<file path="src/down_counter_pkg.sv">
// Package: register map, field layout, reset values and control carrier for the down counter
package down_counter_pkg;

	// ************************************************************
	// Widths
	// ************************************************************
	localparam int COUNT_W = 8;
	localparam int WRAPS_W = 16;
	localparam int ADDR_W = 8;

	// ************************************************************
	// Register byte offsets
	// ************************************************************
	localparam logic [ADDR_W-1:0] ADDR_CTRL = 8'h00;
	localparam logic [ADDR_W-1:0] ADDR_LOAD = 8'h04;
	localparam logic [ADDR_W-1:0] ADDR_COUNT = 8'h08;
	localparam logic [ADDR_W-1:0] ADDR_STATUS = 8'h0c;
	localparam logic [ADDR_W-1:0] ADDR_WRAPS = 8'h10;
	localparam logic [ADDR_W-1:0] ADDR_PINS = 8'h14;
	localparam logic [ADDR_W-1:0] ADDR_CMD = 8'h18;

	// ************************************************************
	// Field positions
	// ************************************************************
	// Control register, all active low, same order as ctrl_t
	localparam int CTRL_CLEAR_BIT = 3;
	localparam int CTRL_ALOAD_BIT = 2;
	localparam int CTRL_SLOAD_BIT = 1;
	localparam int CTRL_ENABLE_BIT = 0;
	// Status register
	localparam int STAT_ZERO_BIT = 0;
	localparam int STAT_WRAP_BIT = 1;
	localparam int STAT_LOADED_BIT = 2;
	// Command register, write one to pulse
	localparam int CMD_CLEAR_BIT = 0;
	localparam int CMD_SLOAD_BIT = 1;

	// ************************************************************
	// Values after reset and fixed counts
	// ************************************************************
	localparam logic [COUNT_W-1:0] COUNT_MAX = 8'hff;
	localparam logic [COUNT_W-1:0] COUNT_ZERO = 8'h00;
	localparam logic [COUNT_W-1:0] COUNT_RESET = 8'hff;
	localparam logic [COUNT_W-1:0] LOAD_RESET = 8'h00;
	localparam logic [3:0] CTRL_RESET = 4'hf;
	localparam logic [WRAPS_W-1:0] WRAPS_RESET = 16'h0000;

	// ************************************************************
	// Control carrier, every field active low
	// ************************************************************
	typedef struct packed {
		logic master_clear_n;
		logic async_load_n;
		logic sync_load_n;
		logic count_enable_n;
	} ctrl_t;

	localparam ctrl_t CTRL_IDLE = 4'hf;

endpackage : down_counter_pkg

</file>
<file path="src/down_counter_core.sv">
// Down counter core: prioritised control, count register and terminal flag
`timescale 1ns/1ps
module down_counter_core
	import down_counter_pkg::*;
(
	// Clock and reset
	input wire logic pclk,
	input wire logic presetn,
	// Controls and jam word
	input ctrl_t ctl,
	input wire logic [COUNT_W-1:0] load_value,
	// Results
	output logic [COUNT_W-1:0] count_r,
	output logic zero_flag_n_r,
	output logic wrap_r,
	output logic loaded_r
);

	logic [COUNT_W-1:0] count_nxt;
	logic wrap_nxt;

	// Priority: clear, async load, sync load, count
	always_comb begin
		count_nxt = count_r;
		wrap_nxt = 1'b0;
		// [RULE8] fixed control precedence
		if (!ctl.master_clear_n) begin
			// [RULE6] clear to maximum
			count_nxt = COUNT_MAX;
		end else if (!ctl.async_load_n) begin
			// [RULE5] level load overrides sync load and count
			count_nxt = load_value;
		end else if (!ctl.sync_load_n) begin
			// [RULE4] load ignores enable
			count_nxt = load_value;
		end else if (!ctl.count_enable_n) begin
			// [RULE1] decrement by one
			count_nxt = count_r - 8'h01;
			// [RULE7] zero wraps to 255
			wrap_nxt = (count_r == COUNT_ZERO);
		end
		// [RULE2] disabled count holds
	end

	// Count register
	always_ff @(posedge pclk or negedge presetn) begin
		if (!presetn) begin
			count_r <= COUNT_RESET;
		end else begin
			count_r <= count_nxt;
		end
	end

	// Terminal flag, low for one period at zero while enabled
	always_ff @(posedge pclk or negedge presetn) begin
		if (!presetn) begin
			zero_flag_n_r <= 1'b1;
		end else begin
			// [RULE3] flag zero while enabled
			zero_flag_n_r <= !((count_nxt == COUNT_ZERO) && !ctl.count_enable_n);
		end
	end

	// Event pulses
	always_ff @(posedge pclk or negedge presetn) begin
		if (!presetn) begin
			wrap_r <= 1'b0;
			loaded_r <= 1'b0;
		end else begin
			wrap_r <= wrap_nxt;
			loaded_r <= ctl.master_clear_n && !(ctl.async_load_n && ctl.sync_load_n);
		end
	end

endmodule : down_counter_core

</file>
<file path="src/down_counter_top.sv">
// Top: 8-bit down counter with pin controls and an APB register slave
//
// Operation
// [RULE1] Eight-bit count decreases by one per enabled clock edge without load or clear.
// [RULE2] Count enable high keeps the count unchanged unless a load or clear acts.
// [RULE3] Zero flag low while count is zero and enable low, one clock period.
// [RULE4] Synchronous load low captures the load value next edge, regardless of enable.
// [RULE5] Asynchronous load low forces the load value, ignoring sync load and enable.
// [RULE6] Master clear low sets the count to 255, overriding every other input.
// [RULE7] Enabled count at zero wraps to 255, giving a 256 clock cycle.
// [RULE8] Priority: clear, asynchronous load, synchronous load, then count enable.
// [RULE9] Load value is one unsigned word, bit 7 most significant, bit 0 least.
// [RULE10] All controls and the zero flag are active low; low asserts.
// [RULE11] Cascading routes each stage's zero flag into the next stage's enable.
`timescale 1ns/1ps
module down_counter_top
	import down_counter_pkg::*;
(
	// Clock and reset
	input wire logic pclk,
	input wire logic presetn,
	// APB slave
	input wire logic psel,
	input wire logic penable,
	input wire logic pwrite,
	input wire logic [ADDR_W-1:0] paddr,
	input wire logic [31:0] pwdata,
	output logic [31:0] prdata,
	output logic pready,
	output logic pslverr,
	// Counter control pins
	input wire logic master_clear_n,
	input wire logic async_load_n,
	input wire logic sync_load_n,
	input wire logic count_enable_n,
	input wire logic [COUNT_W-1:0] load_value,
	// Counter outputs
	output logic zero_flag_n,
	output logic [COUNT_W-1:0] count_value
);

	// ************************************************************
	// Declarations
	// ************************************************************
	ctrl_t sw_ctrl_r;
	logic [COUNT_W-1:0] sw_load_r;
	logic [WRAPS_W-1:0] wraps_r;
	logic wrap_flag_r;
	logic loaded_flag_r;
	logic cmd_clear_r;
	logic cmd_sload_r;
	logic pready_r;
	logic pslverr_r;
	logic [31:0] prdata_r;
	logic [31:0] rdata_nxt;
	logic addr_ok;
	logic access;
	logic wr_en;
	logic rd_en;
	ctrl_t pin_ctrl;
	ctrl_t eff_ctrl;
	logic [COUNT_W-1:0] eff_load;
	logic [COUNT_W-1:0] core_count;
	logic core_zero_n;
	logic core_wrap;
	logic core_loaded;

	// ************************************************************
	// APB decode
	// ************************************************************

	// Access phase, taken on the first access cycle
	assign access = psel && penable && !pready_r;
	assign wr_en = access && pwrite && addr_ok;
	assign rd_en = access && !pwrite;

	// Address map check
	always_comb begin
		unique case (paddr)
			ADDR_CTRL, ADDR_LOAD, ADDR_COUNT, ADDR_STATUS,
			ADDR_WRAPS, ADDR_PINS, ADDR_CMD: addr_ok = 1'b1;
			default: addr_ok = 1'b0;
		endcase
	end

	// ************************************************************
	// Control merging
	// ************************************************************

	// Pin controls gathered into the carrier
	assign pin_ctrl.master_clear_n = master_clear_n;
	assign pin_ctrl.async_load_n = async_load_n;
	assign pin_ctrl.sync_load_n = sync_load_n;
	assign pin_ctrl.count_enable_n = count_enable_n;

	// [RULE10] active low, either source asserts
	assign eff_ctrl.master_clear_n = pin_ctrl.master_clear_n && sw_ctrl_r.master_clear_n
		&& !cmd_clear_r;
	assign eff_ctrl.async_load_n = pin_ctrl.async_load_n && sw_ctrl_r.async_load_n;
	assign eff_ctrl.sync_load_n = pin_ctrl.sync_load_n && sw_ctrl_r.sync_load_n
		&& !cmd_sload_r;
	// [RULE11] enable pin accepts cascade flag
	assign eff_ctrl.count_enable_n = pin_ctrl.count_enable_n && sw_ctrl_r.count_enable_n;

	// Jam word: pins when a pin load asserts, else software word
	// [RULE9] bit 7 most significant
	assign eff_load = (!async_load_n || !sync_load_n) ? load_value[7:0] : sw_load_r[7:0];

	// ************************************************************
	// Counter core
	// ************************************************************

	down_counter_core u_core (
		.pclk(pclk),
		.presetn(presetn),
		.ctl(eff_ctrl),
		.load_value(eff_load),
		.count_r(core_count),
		.zero_flag_n_r(core_zero_n),
		.wrap_r(core_wrap),
		.loaded_r(core_loaded)
	);

	// ************************************************************
	// Output flops
	// ************************************************************

	// Pin outputs follow core flops
	always_ff @(posedge pclk or negedge presetn) begin
		if (!presetn) begin
			zero_flag_n <= 1'b1;
			count_value <= COUNT_RESET;
		end else begin
			// [RULE3] flag to pin
			zero_flag_n <= core_zero_n;
			count_value <= core_count;
		end
	end

	// ************************************************************
	// Software registers
	// ************************************************************

	// Control register, steers the counter
	always_ff @(posedge pclk or negedge presetn) begin
		if (!presetn) begin
			sw_ctrl_r <= CTRL_IDLE;
		end else if (wr_en && paddr == ADDR_CTRL) begin
			sw_ctrl_r.master_clear_n <= pwdata[CTRL_CLEAR_BIT];
			sw_ctrl_r.async_load_n <= pwdata[CTRL_ALOAD_BIT];
			sw_ctrl_r.sync_load_n <= pwdata[CTRL_SLOAD_BIT];
			sw_ctrl_r.count_enable_n <= pwdata[CTRL_ENABLE_BIT];
		end
	end

	// Software jam word
	always_ff @(posedge pclk or negedge presetn) begin
		if (!presetn) begin
			sw_load_r <= LOAD_RESET;
		end else if (wr_en && paddr == ADDR_LOAD) begin
			sw_load_r <= pwdata[COUNT_W-1:0];
		end
	end

	// One-cycle command pulses
	always_ff @(posedge pclk or negedge presetn) begin
		if (!presetn) begin
			cmd_clear_r <= 1'b0;
			cmd_sload_r <= 1'b0;
		end else begin
			cmd_clear_r <= wr_en && paddr == ADDR_CMD && pwdata[CMD_CLEAR_BIT];
			cmd_sload_r <= wr_en && paddr == ADDR_CMD && pwdata[CMD_SLOAD_BIT];
		end
	end

	// ************************************************************
	// Event tracking
	// ************************************************************

	// Wrap sticky flag, set wins over write-one clear
	always_ff @(posedge pclk or negedge presetn) begin
		if (!presetn) begin
			wrap_flag_r <= 1'b0;
		end else if (core_wrap) begin
			// [RULE7] wrap seen
			wrap_flag_r <= 1'b1;
		end else if (wr_en && paddr == ADDR_STATUS && pwdata[STAT_WRAP_BIT]) begin
			wrap_flag_r <= 1'b0;
		end
	end

	// Load sticky flag, set wins over write-one clear
	always_ff @(posedge pclk or negedge presetn) begin
		if (!presetn) begin
			loaded_flag_r <= 1'b0;
		end else if (core_loaded) begin
			loaded_flag_r <= 1'b1;
		end else if (wr_en && paddr == ADDR_STATUS && pwdata[STAT_LOADED_BIT]) begin
			loaded_flag_r <= 1'b0;
		end
	end

	// Wrap counter, any write clears, wrap in same cycle counts as one
	always_ff @(posedge pclk or negedge presetn) begin
		if (!presetn) begin
			wraps_r <= WRAPS_RESET;
		end else if (wr_en && paddr == ADDR_WRAPS) begin
			wraps_r <= core_wrap ? 16'h0001 : WRAPS_RESET;
		end else if (core_wrap) begin
			wraps_r <= wraps_r + 16'h0001;
		end
	end

	// ************************************************************
	// Read data
	// ************************************************************

	// Read mux, reserved bits zero
	always_comb begin
		rdata_nxt = 32'h0000_0000;
		unique case (paddr)
			ADDR_CTRL: begin
				rdata_nxt[CTRL_CLEAR_BIT] = sw_ctrl_r.master_clear_n;
				rdata_nxt[CTRL_ALOAD_BIT] = sw_ctrl_r.async_load_n;
				rdata_nxt[CTRL_SLOAD_BIT] = sw_ctrl_r.sync_load_n;
				rdata_nxt[CTRL_ENABLE_BIT] = sw_ctrl_r.count_enable_n;
			end
			ADDR_LOAD: rdata_nxt[COUNT_W-1:0] = sw_load_r;
			ADDR_COUNT: rdata_nxt[COUNT_W-1:0] = core_count;
			ADDR_STATUS: begin
				rdata_nxt[STAT_ZERO_BIT] = core_zero_n;
				rdata_nxt[STAT_WRAP_BIT] = wrap_flag_r;
				rdata_nxt[STAT_LOADED_BIT] = loaded_flag_r;
			end
			ADDR_WRAPS: rdata_nxt[WRAPS_W-1:0] = wraps_r;
			ADDR_PINS: begin
				rdata_nxt[COUNT_W-1:0] = load_value;
				rdata_nxt[11:8] = pin_ctrl;
			end
			default: rdata_nxt = 32'h0000_0000;
		endcase
	end

	// ************************************************************
	// APB answer
	// ************************************************************

	// Ready pulses one cycle after the access phase opens
	always_ff @(posedge pclk or negedge presetn) begin
		if (!presetn) begin
			pready_r <= 1'b0;
			pslverr_r <= 1'b0;
		end else begin
			pready_r <= access;
			pslverr_r <= access && !addr_ok;
		end
	end

	// Read data captured with ready
	always_ff @(posedge pclk or negedge presetn) begin
		if (!presetn) begin
			prdata_r <= 32'h0000_0000;
		end else if (rd_en && addr_ok) begin
			prdata_r <= rdata_nxt;
		end else if (access) begin
			prdata_r <= 32'h0000_0000;
		end
	end

	assign pready = pready_r;
	assign pslverr = pslverr_r;
	assign prdata = prdata_r;

endmodule : down_counter_top

</file>
<file path="config.mk">
export PLATFORM = sky130hd
export DESIGN_NAME = down_counter_top
export DESIGN_NICKNAME = d
export VERILOG_FILES = /design/src/down_counter_pkg.sv /design/src/down_counter_core.sv /design/src/down_counter_top.sv
export SDC_FILE = /design/constraint.sdc
export NUM_CORES = 1
export LEC_CHECK = 0
export BUFFER_PORTS_ARGS = -buffer_cell sky130_fd_sc_hd__clkbuf_2
export CORE_ASPECT_RATIO = 1.4
export CORE_MARGIN = 1
export CORE_UTILIZATION = 35
export CTS_CLUSTER_SIZE = 14
export DETAILED_ROUTE_END_ITERATION = 16
export PLACE_DENSITY = 0.66
export SLEW_MARGIN = 10
export SYNTH_ARGS = -nofsm -noshare
export SYNTH_HDL_FRONTEND = slang
export SYNTH_HIERARCHICAL = 1
export SYNTH_SLANG_ARGS = --single-unit
</file>
<file path="constraint.sdc">
create_clock -name pclk -period 3.3 [get_ports pclk]
set_input_delay 0.33 -clock pclk [delete_from_list [all_inputs] [get_ports pclk]]
set_output_delay 0.33 -clock pclk [all_outputs]
set_load 0.01 [all_outputs]
</file>
==> results of run 1 <==
worst max-delay path: stages (launching register included):
cell     delay (ns)
dfstp_2        0.62
inv_1          0.10
ha_1           0.20
nor2b_2        0.18
xor2_1         0.16
o22a_1         0.20
or4_1          0.50
or4_1          0.51
metrics by stage:
step | total power [W] | util, % | hold slack (ns)
3_5_place_dp | 0.00103 | 40.3 | 0.360
3_3_place_gp | 0.00103 | 40.3 | 0.360
4_1_cts | 0.00201 | 43.3 | 0.117
5_1_grt | 0.00205 | 43.3 | 0.168
2_1_floorplan | 0.000979 | - | 0.0344
6_report | 0.00198 | 43.3 | 0.0882
cell usage in the layout, fill, tap and decap left out, types with 8 or more instances in the layout:
master	instances
a21oi_1	10
a221oi_1	8
clkbuf_16	9
clkbuf_2	58
conb_1	16
dfrtp_1	48
dfstp_2	22
inv_1	16
mux2_2	24
nand2_1	34
nand3_1	11
nor2_1	25
nor4_1	10
o21ai_0	11
xnor2_1	10
worst max-delay path by stage:
stage | from | to | cells past startpoint
5_1_grt | u_core/count_r[0]$_DFF_PN1_ | u_core/zero_flag_n_r$_DFF_PN1_ | 7
4_1_cts | u_core/count_r[0]$_DFF_PN1_ | u_core/zero_flag_n_r$_DFF_PN1_ | 7
3_3_place_gp | u_core/count_r[0]$_DFF_PN1_ | u_core/zero_flag_n_r$_DFF_PN1_ | 7
2_1_floorplan | u_core/count_r[0]$_DFF_PN1_ | u_core/zero_flag_n_r$_DFF_PN1_ | 7
3_5_place_dp | u_core/count_r[0]$_DFF_PN1_ | u_core/zero_flag_n_r$_DFF_PN1_ | 7
6_report | u_core/count_r[0]$_DFF_PN1_ | u_core/zero_flag_n_r$_DFF_PN1_ | 7
routing by layer:
| layer | routed length [um] | part of all wire (%) | global-route usage (%) |
|---|---|---|---|
| met4 | 597 | 6.4 | 14.5 |
| met2 | 4790 | 51 | 31.1 |
| met3 | 492 | 5.2 | 4.61 |
| met1 | 3520 | 37 | 20.9 |
| met5 | 0 | 0 | 0 |
cell usage after synthesis (all sizes together):
cell type,count
o311ai,1
buf,25
a21o,3
o22a,2
nor4,13
a21oi,10
and2,3
conb,1
o41ai,1
or3,4
ha,3
o21ai,11
a311o,2
nand4,8
o22ai,4
xor2,7
nor3,7
clkbuf,4
a22o,5
nor2,25
nand3b,1
a41oi,1
a22oi,4
or4,4
clkinv,1
xnor2,10
and3,2
inv,16
mux2i,5
o31ai,5
nor4b,2
nand3,11
nand2b,4
nand2,36
mux4,1
o211ai,3
a221oi,8
nor2b,2
a31oi,1
mux2,24
or2,1
dfstp,22
dfrtp,48
cells by family after synthesis:
group / Yosys count / share of synthesized area, %
other: 1 / 0.102
AND/OR/NAND/NOR: 123 / 18.6
buffers and inverters: 46 / 6.84
flip-flops: 70 / 48.4
adder cells (fa/ha/maj): 3 / 1.02
XOR/XNOR: 17 / 4.05
AO/OA/AOI/OAI: 61 / 11.6
multiplexers: 30 / 9.32
where the power goes:
part           switching [W]  internal, W  leakage (nW)
clock               0.000344     0.000622         0.152
combinational      0.0000930    0.0000499         0.974
sequential        0.00000850     0.000868         0.823
total               0.000445      0.00154          1.95
layout make-up:
| cell class | instances | area, um^2 | area share, % |
|---|---|---|---|
| clock buffer | 12 | 256 | 5.89 |
| clock inverter | 4 | 45.0 | 1.03 |
| inverter | 17 | 63.8 | 1.46 |
| multi-input combinational | 250 | 1700 | 39.1 |
| sequential | 70 | 1780 | 40.8 |
| tap | 135 | 169 | 3.88 |
| timing repair buffer | 65 | 340 | 7.81 |
sequential cells by signal, indices dropped and copies added, names as in the netlist, 4 cells and up:
| signal | cells |
|---|---|
| wraps_r | 16 |
| sw_ctrl_r | 4 |
| u_core/count_r | 8 |
| prdata | 16 |
| sw_load_r | 8 |
| count_value | 8 |
==> impl_metrics.json, run 1 <==
{
  "coreArea_um2": 10100,
  "critPathKind": "reg2reg",
  "reg2reg_from": "u_core/count_r[0]$_DFF_PN1_",
  "grt_pass1_wl_um": 15100,
  "fin_cells": 553,
  "vias": 2951,
  "grt.total_usage_pct": 19.0,
  "reg2regPathDepth": 7,
  "clock-root-buffer": "clkbuf_16",
  "final_area_um2": 4360,
  "tns_ns": 0,
  "gp_congestion": 0.901,
  "initial_utilization_pct": 36.6,
  "grt_start_max_net_pins": 38,
  "cts_buffer_depth": 2,
  "clk_pin_slew_ns": 0.05,
  "cts_max_level": 3,
  "cp-start-kind": "flop",
  "die_x_um": 88.6,
  "power_density_nw_per_um2": 456,
  "synth_top_area_cell": "dfrtp_1",
  "layout-drive-gt1-share_pct": 34.0,
  "max_freq_ghz": 0.388,
  "dp_slack_ns": 0.729,
  "synth_area_leaders": "dfrtp_1, dfstp_2, mux2_2",
  "cts_tree": "done",
  "setup_viol": 0,
  "dr.first_iter.drc_count": 196,
  "ant_nets": 0,
  "cap_violations": 0,
  "ir_drop_mv": 0.234,
  "cp_max_fo": 7,
  "leakage_nw": 1.95,
  "end_kind": "flop",
  "nets": 473,
  "clock_sinks": 70,
  "grt-ovfl-total": 0,
  "synthCells": 351,
  "layout_setup_ws_ns": 0.724,
  "wl_per_cell_um": 17.0,
  "dpl-instance-area_um2": 4060,
  "syn2layout_area_growth_pct": 18.5,
  "post_synth.cell_area_avg_um2": 10.5,
  "fin_crit_sh_pct": 78.1,
  "cts_buffers": 9,
  "yosys_register_bits": 70,
  "worstReg2RegEnd": "u_core/zero_flag_n_r$_DFF_PN1_",
  "die_h_um": 123,
  "hold_buffers": 0,
  "post_cts_resized": 0,
  "io_buffers": 59,
  "dp.cells": 537,
  "ys_warn_count": 6,
  "rows": 43,
  "status": "finished clean",
  "via_per_inst": 5.34,
  "hold_viol": 0,
  "period_needed_ns": 2.58,
  "report.final.slew_viol_count": 0,
  "syn-cell-area_um2": 3680,
  "ys_types": 57,
  "rsz0062_at_grt": "no",
  "worst_pin_slew_ns": 0.807,
  "post_cts_buffers": 0,
  "final.fill_count": 1016,
  "reg2reg_slack_ns": 0.72,
  "antenna_found_initial": 0,
  "yosysTopAreaCellShare_pct": 32.7,
  "antenna_cells": 0,
  "cp.required_ns": 3.54,
  "clock_latency_ns": 0.33,
  "skew_ns": 0.00400,
  "hpwl_um": 7190,
  "die_area_um2": 10900,
  "first_pass_iters": 4,
  "route.detailed.drc": 0,
  "grt_pass1_vias": 3002,
  "yosysSeqAreaShare_pct": 48.4,
  "hp-class": "in2async",
  "worst_ep_arrival_time_ns": 2.81,
  "wirelength_um": 9400,
  "slew_headroom_pct": 46.2,
  "num_io_pins": 100
}
Power figures use the tool's default switching activity.
==> run 2, diff against run 1 <==
- ABC_AREA: not set -> 1
- PLACE_DENSITY: 0.66 -> 0.67
- clock period: 3.3 -> 2.36 ns (I/O delays scaled with it)
==> run 2 against run 1 <==
Against the previous run: sequential share of layout area decreased by 3.2 points; clock skew grew 0.0031 ns; first-iteration DRC count up 8.7%; sequential power up 38%; largest cell class is now multi-input gates; largest power group unchanged.
==> impl_metrics.json, run 2 <==
{
  "final_common_cell": "nand2_1",
  "layout_setup_ws_ns": 0.635,
  "cts_tree": "done",
  "syn-cell-area_um2": 4050,
  "worst_pin_slew_ns": 0.726,
  "critical_path_buf_inv_count": 2,
  "synth_xor_area_share_pct": 0.649,
  "skew_ns": 0.00711,
  "tns_ns": 0,
  "ir_drop_mv": 0.356,
  "critPathKind": "reg2reg",
  "report.final.slew_viol_count": 0,
  "coreArea_um2": 11300,
  "io_buffers": 59,
  "clock_sinks": 70,
  "post_cts_buffers": 0,
  "synth.area.mux_share_pct": 1.39,
  "yosysTopAreaCellShare_pct": 29.7,
  "rsz0062_at_grt": "no",
  "power_density_nw_per_um2": 559,
  "synthCells": 515,
  "post_cts_resized": 0,
  "route.detailed.drc": 0,
  "ys.flop_type": "dfrtp_1",
  "dr.first_iter.drc_count": 213,
  "critPathSlowestCell": "dfstp_2",
  "dp.cells": 711,
  "hp-class": "in2reg",
  "rows": 46,
  "clock_latency_ns": 0.34,
  "leakage_nw": 2.35,
  "antenna_found_initial": 0,
  "synth_edf_count": 0,
  "antenna_cells": 0,
  "cts_buffers": 9,
  "setup_viol": 0,
  "syn2layout_area_growth_pct": 16.9,
  "async_reset_ff_share_pct": 100,
  "grt_pass1_vias": 3422,
  "fin_cells": 728,
  "cpPeakStageDelay_ns": 0.59,
  "slew_headroom_pct": 51.6,
  "cap_violations": 0,
  "max_freq_ghz": 0.580,
  "cp-start-kind": "flop",
  "vias": 3495,
  "num_io_pins": 100,
  "cts_buffer_depth": 2,
  "clk_pin_slew_ns": 0.05,
  "status": "finished clean",
  "grt_start_max_net_pins": 42,
  "first_pass_iters": 5,
  "synth_fa_ha_area_share_pct": 0.928,
  "dp_slack_ns": 0.629,
  "initial_utilization_pct": 35.9,
  "via_per_inst": 4.80,
  "period_needed_ns": 1.72,
  "synth_top_family_by_area": "simple AND/OR/NAND/NOR gates",
  "wirelength_um": 9900,
  "synth.most_common_cell": "nand2_1",
  "post_synth.cell_area_avg_um2": 7.86,
  "wl_per_cell_um": 13.6,
  "synthTopCellsByCount": "nand2_1, inv_1, dfrtp_1, nor2_1, nand3_1",
  "synth_top_area_cell": "dfrtp_1",
  "path_common_cell": "nor2_1",
  "synth_simple_gate_area_share_pct": 33.5,
  "worst_ep_arrival_time_ns": 1.97,
  "die_h_um": 129,
  "clock-root-buffer": "clkbuf_16",
  "fin_crit_sh_pct": 73.1,
  "cp_max_fo": 5,
  "end_kind": "flop",
  "grt-ovfl-total": 0,
  "synth-compound-area-share_pct": 8.19,
  "crit_chain": "inv_1 -> ha_1 -> inv_1 -> nor2_4 -> nor2_1 -> nor2_1 -> nor2_2 -> nand3_1 -> nor2_1 -> nand3_1",
  "nets": 639,
  "ys_warn_count": 6,
  "yosys_register_bits": 70,
  "cp_top_family": "simple AND/OR/NAND/NOR gates",
  "grt_pass1_wl_um": 16000,
  "layout_common_cells": "nand2_1, inv_1, clkbuf_2, dfrtp_1, nor2_1",
  "ys_types": 43,
  "ant_nets": 0,
  "die_area_um2": 12000,
  "hpwl_um": 7830,
  "die_x_um": 92.9,
  "final_util_pct": 41.9,
  "layout-drive-gt1-share_pct": 28.4,
  "synth_area_leaders": "dfrtp_1, nand2_1, dfstp_2",
  "hold_viol": 0,
  "yosysSeqAreaShare_pct": 44.0,
  "gp_congestion": 0.889,
  "grt.total_usage_pct": 17.4,
  "cp.required_ns": 2.61,
  "cts_max_level": 3
}
-- run 2: cell count changes in the layout (fill, tap and decap cells not counted), sizes merged, moves of 12 or more --
cell	before	now
nor2	25	52
inv	16	70
nand2	36	168
nor4	13	1
o21ai	11	35
mux2	24	5
nand3	11	37
-- run 2: area by class of cell --
type                            count  area (um^2)
Fill cell                        1191         6550
Inverter                           70          268
Clock buffer                       13          270
Tap cell                          144          180
Timing Repair Buffer               64          348
Clock inverter                      3         17.5
Sequential cell                    70         1780
Multi-Input combinational cell    364         1870
-- run 2: logic make-up after synthesis --
logic type      count (synthesis)
simple gates                  285
buf+inv                        96
flops                          70
compound gates                 52
mux                             5
fa+ha+maj                       3
xor+xnor                        3
other cells                     1
-- run 2: path summary, 6_finish.rpt --
path | start | end | slack (ns) | cells past startpoint
worst max register to register | u_core/count_r[0]$_DFF_PN1_ | u_core/zero_flag_n_r$_DFF_PN1_ | 0.64 | 10
max in group asynchronous | presetn | count_value[4]$_DFF_PN1_ | 1.14 | 3
worst max-delay path | u_core/count_r[0]$_DFF_PN1_ | u_core/zero_flag_n_r$_DFF_PN1_ | 0.64 | 10
worst min register to register | u_core/zero_flag_n_r$_DFF_PN1_ | zero_flag_n$_DFF_PN1_ | 0.39 | 0
min in group asynchronous | presetn | sw_load_r[6]$_DFFE_PN0P_ | 0.51 | 2
worst min-delay path | pwdata[6] | sw_load_r[6]$_DFFE_PN0P_ | 0.12 | 3
-- run 2: power by group --
group          internal [W]  total [W]  leakage [nW]  switching (W)
combinational     0.0000450   0.000145          1.35      0.0000999
clock              0.000793    0.00129         0.142       0.000493
sequential          0.00121    0.00121         0.854     0.00000472
total               0.00205    0.00264          2.35       0.000598
-- run 2: routing by layer --
metal	vias up	GRT usage [%]	share of wire [%]
li1	1722	-	-
met1	1650	18.1	38
met2	98	32.5	54
met3	25	3.11	4.1
met4	0	9.86	3.8
met5	-	0	0
-- run 2: worst register-to-register path, cell delays in order, from the launching register on --
cell,delay [ns]
dfstp_2,0.59
inv_1,0.10
ha_1,0.23
inv_1,0.10
nor2_4,0.06
nor2_1,0.10
nor2_1,0.06
nor2_2,0.10
nand3_1,0.11
nor2_1,0.10
nand3_1,0.09
-- run 2: through the flow --
| step | hold WS, ns | cell area [um^2] | power, W |
|---|---|---|---|
| after floorplan | -0.0596 | 4100 | 0.00132 |
| after global placement | 0.323 | 4430 | 0.00137 |
| after detailed placement | 0.341 | 4430 | 0.00138 |
| after CTS | 0.116 | 4730 | 0.00267 |
| after global routing | 0.131 | 4730 | 0.00274 |
| final | 0.123 | 4730 | 0.00264 |
-- run 2: what timing repair did --
| action | in CTS | in global routing |
|---|---|---|
| hold buffers | 1 | 0 |
| hold endpoints to repair | 13 | 0 |
| endpoints found under the setup margin | 0 | 0 |
==> run 3, diff against run 2 <==
- PLACE_DENSITY: 0.67 -> 0.65
- clock period: 2.36 -> 1.6 ns (I/O delays scaled with it)
==> run 3 against run 2 <==
Against the previous run: the flow now finishes with violations (hold timing, setup timing); global-route usage up 1.4 points; non-clock buffer count up 24; largest power group unchanged; clock-buffer cell count down 4.
==> impl_metrics.json, run 3 (synthesized netlist as in run 2, its figures left out) <==
{
  "status": "finished, violations left",
  "violations": "hold timing, setup timing",
  "grt_pass1_wl_um": 17200,
  "first_pass_iters": 5,
  "period_needed_ns": 1.61,
  "final_util_pct": 44.3,
  "layout_setup_ws_ns": -0.00584,
  "hold_viol": 12,
  "grt_use_met3_pct": 2.52,
  "rows": 46,
  "nets": 663,
  "io_buffers": 59,
  "layout-drive-gt1-share_pct": 33.7,
  "cts_buffers": 9,
  "clk_pin_slew_ns": 0.06,
  "layout_common_cells": "nand2_1, clkbuf_2, inv_1, dfrtp_1, nand3_1",
  "antenna_found_initial": 0,
  "die_area_um2": 12000,
  "initial_utilization_pct": 35.9,
  "route.detailed.drc": 0,
  "clock-root-buffer": "clkbuf_16",
  "reg2reg_slack_ns": -0.006,
  "leakage_nw": 2.49,
  "clock_latency_ns": 0.34,
  "grt_start_max_net_pins": 59,
  "power_density_nw_per_um2": 836,
  "end_kind": "flop",
  "syn2layout_area_growth_pct": 23.6,
  "regArea_um2": 1780,
  "busiest_layer": "met2",
  "final_common_cell": "nand2_1",
  "grtUsageMet1_pct": 20.1,
  "cts_tree": "done",
  "rsz0062_at_grt": "yes",
  "multi_input_area_um2": 1910,
  "use_met2_pct": 35.4,
  "via_per_inst": 4.79,
  "die_x_um": 92.9,
  "report.final.slew_viol_count": 0,
  "wl_per_cell_um": 14.1,
  "die_h_um": 129,
  "coreArea_um2": 11300,
  "final.fill_count": 1187,
  "ir_drop_mv": 0.653,
  "ant_nets": 0,
  "cts_buffer_depth": 2,
  "critPathKind": "reg2reg",
  "cp.required_ns": 1.88,
  "cp-start-kind": "flop",
  "grt.total_usage_pct": 18.8,
  "vias": 3600,
  "dr.first_iter.drc_count": 170,
  "grt_pass1_vias": 3590,
  "cts_max_level": 3,
  "gp_congestion": 0.926,
  "num_io_pins": 100,
  "setup_viol": 1,
  "worst_ep_arrival_time_ns": 1.88,
  "hold_ws_ns": -0.0151,
  "hpwl_um": 8160,
  "antenna_cells": 0,
  "grt-ovfl-total": 0,
  "hp-class": "in2async",
  "max_freq_ghz": 0.623,
  "cp_max_fo": 6,
  "cap_violations": 0,
  "dp_slack_ns": -0.109,
  "clock_sinks": 70,
  "fin_crit_sh_pct": 100,
  "skew_ns": 0.0101,
  "wirelength_um": 10600
}
==> run 3: cell types whose count changed in the layout (fill, tap and decap cells not counted), sizes merged <==
cell	delta
clkinv	+2
bufinv	+2
clkbuf	-4
dlygate4sd3	-1
buf	+25
==> run 3: power breakdown <==
group / switching [W] / internal (W) / total (W)
sequential: 0.00000616 / 0.00178 / 0.00179
combinational: 0.000152 / 0.0000736 / 0.000226
clock: 0.000800 / 0.00137 / 0.00217
==> run 3: timing repair <==
action,4_1_cts,5_1_grt
pin swaps,0,4
setup buffers,0,1
endpoints found under the setup margin,5,4
cloned,0,0
resized for setup,3,12
hold buffers,0,0
==> run 3: final cells by class <==
cell class | count | area share (%)
Timing Repair Buffer | 88 | 10.8
Sequential cell | 70 | 35.6
Multi-Input combinational cell | 364 | 38.2
Inverter | 70 | 5.36
Clock inverter | 7 | 1.98
Tap cell | 144 | 3.60
Clock buffer | 9 | 4.50
==> run 3: final timing paths <==
kind | end | start | depth (start not counted)
worst max-delay path | u_core/zero_flag_n_r$_DFF_PN1_ | sw_ctrl_r[1]$_DFFE_PN1P_ | 10
worst min-delay path | u_core/count_r[4]$_DFF_PN1_ | presetn | 1
worst max register to register | u_core/zero_flag_n_r$_DFF_PN1_ | sw_ctrl_r[1]$_DFFE_PN1P_ | 10
worst min register to register | zero_flag_n$_DFF_PN1_ | u_core/zero_flag_n_r$_DFF_PN1_ | 0
max in group asynchronous | sw_ctrl_r[1]$_DFFE_PN1P_ | presetn | 2
min in group pclk | sw_load_r[4]$_DFFE_PN0P_ | pwdata[4] | 3
==> run 3: critical path: stages (launching register included) <==
cell,delay [ns]
dfstp_2,0.53
nand2_1,0.07
nor2_2,0.15
nand2_4,0.13
inv_4,0.11
nand2_1,0.05
nor2_1,0.20
nor2_2,0.09
nand3_1,0.08
nor2_1,0.04
nand3_1,0.07
==> run 3: stage by stage <==
stage	setup TNS, ns	power (W)	cell area [um^2]	instances	hold WS, ns
2_1_floorplan	0	0.00195	4100	530	-0.136
3_5_place_dp	-0.120	0.00204	4620	735	0.356
5_1_grt	-0.0538	0.00431	5000	752	0.0419
4_1_cts	0	0.00421	4960	751	0.00816
3_3_place_gp	-0.0571	0.00204	4620	735	0.354
6_report	-0.00584	0.00418	5000	752	-0.0151
==> run 3: per-layer routing <==
metal	vias up	wire length, um
met1	1706	4100
met5	-	0
met2	104	5810
li1	1769	-
met4	0	311
met3	21	394
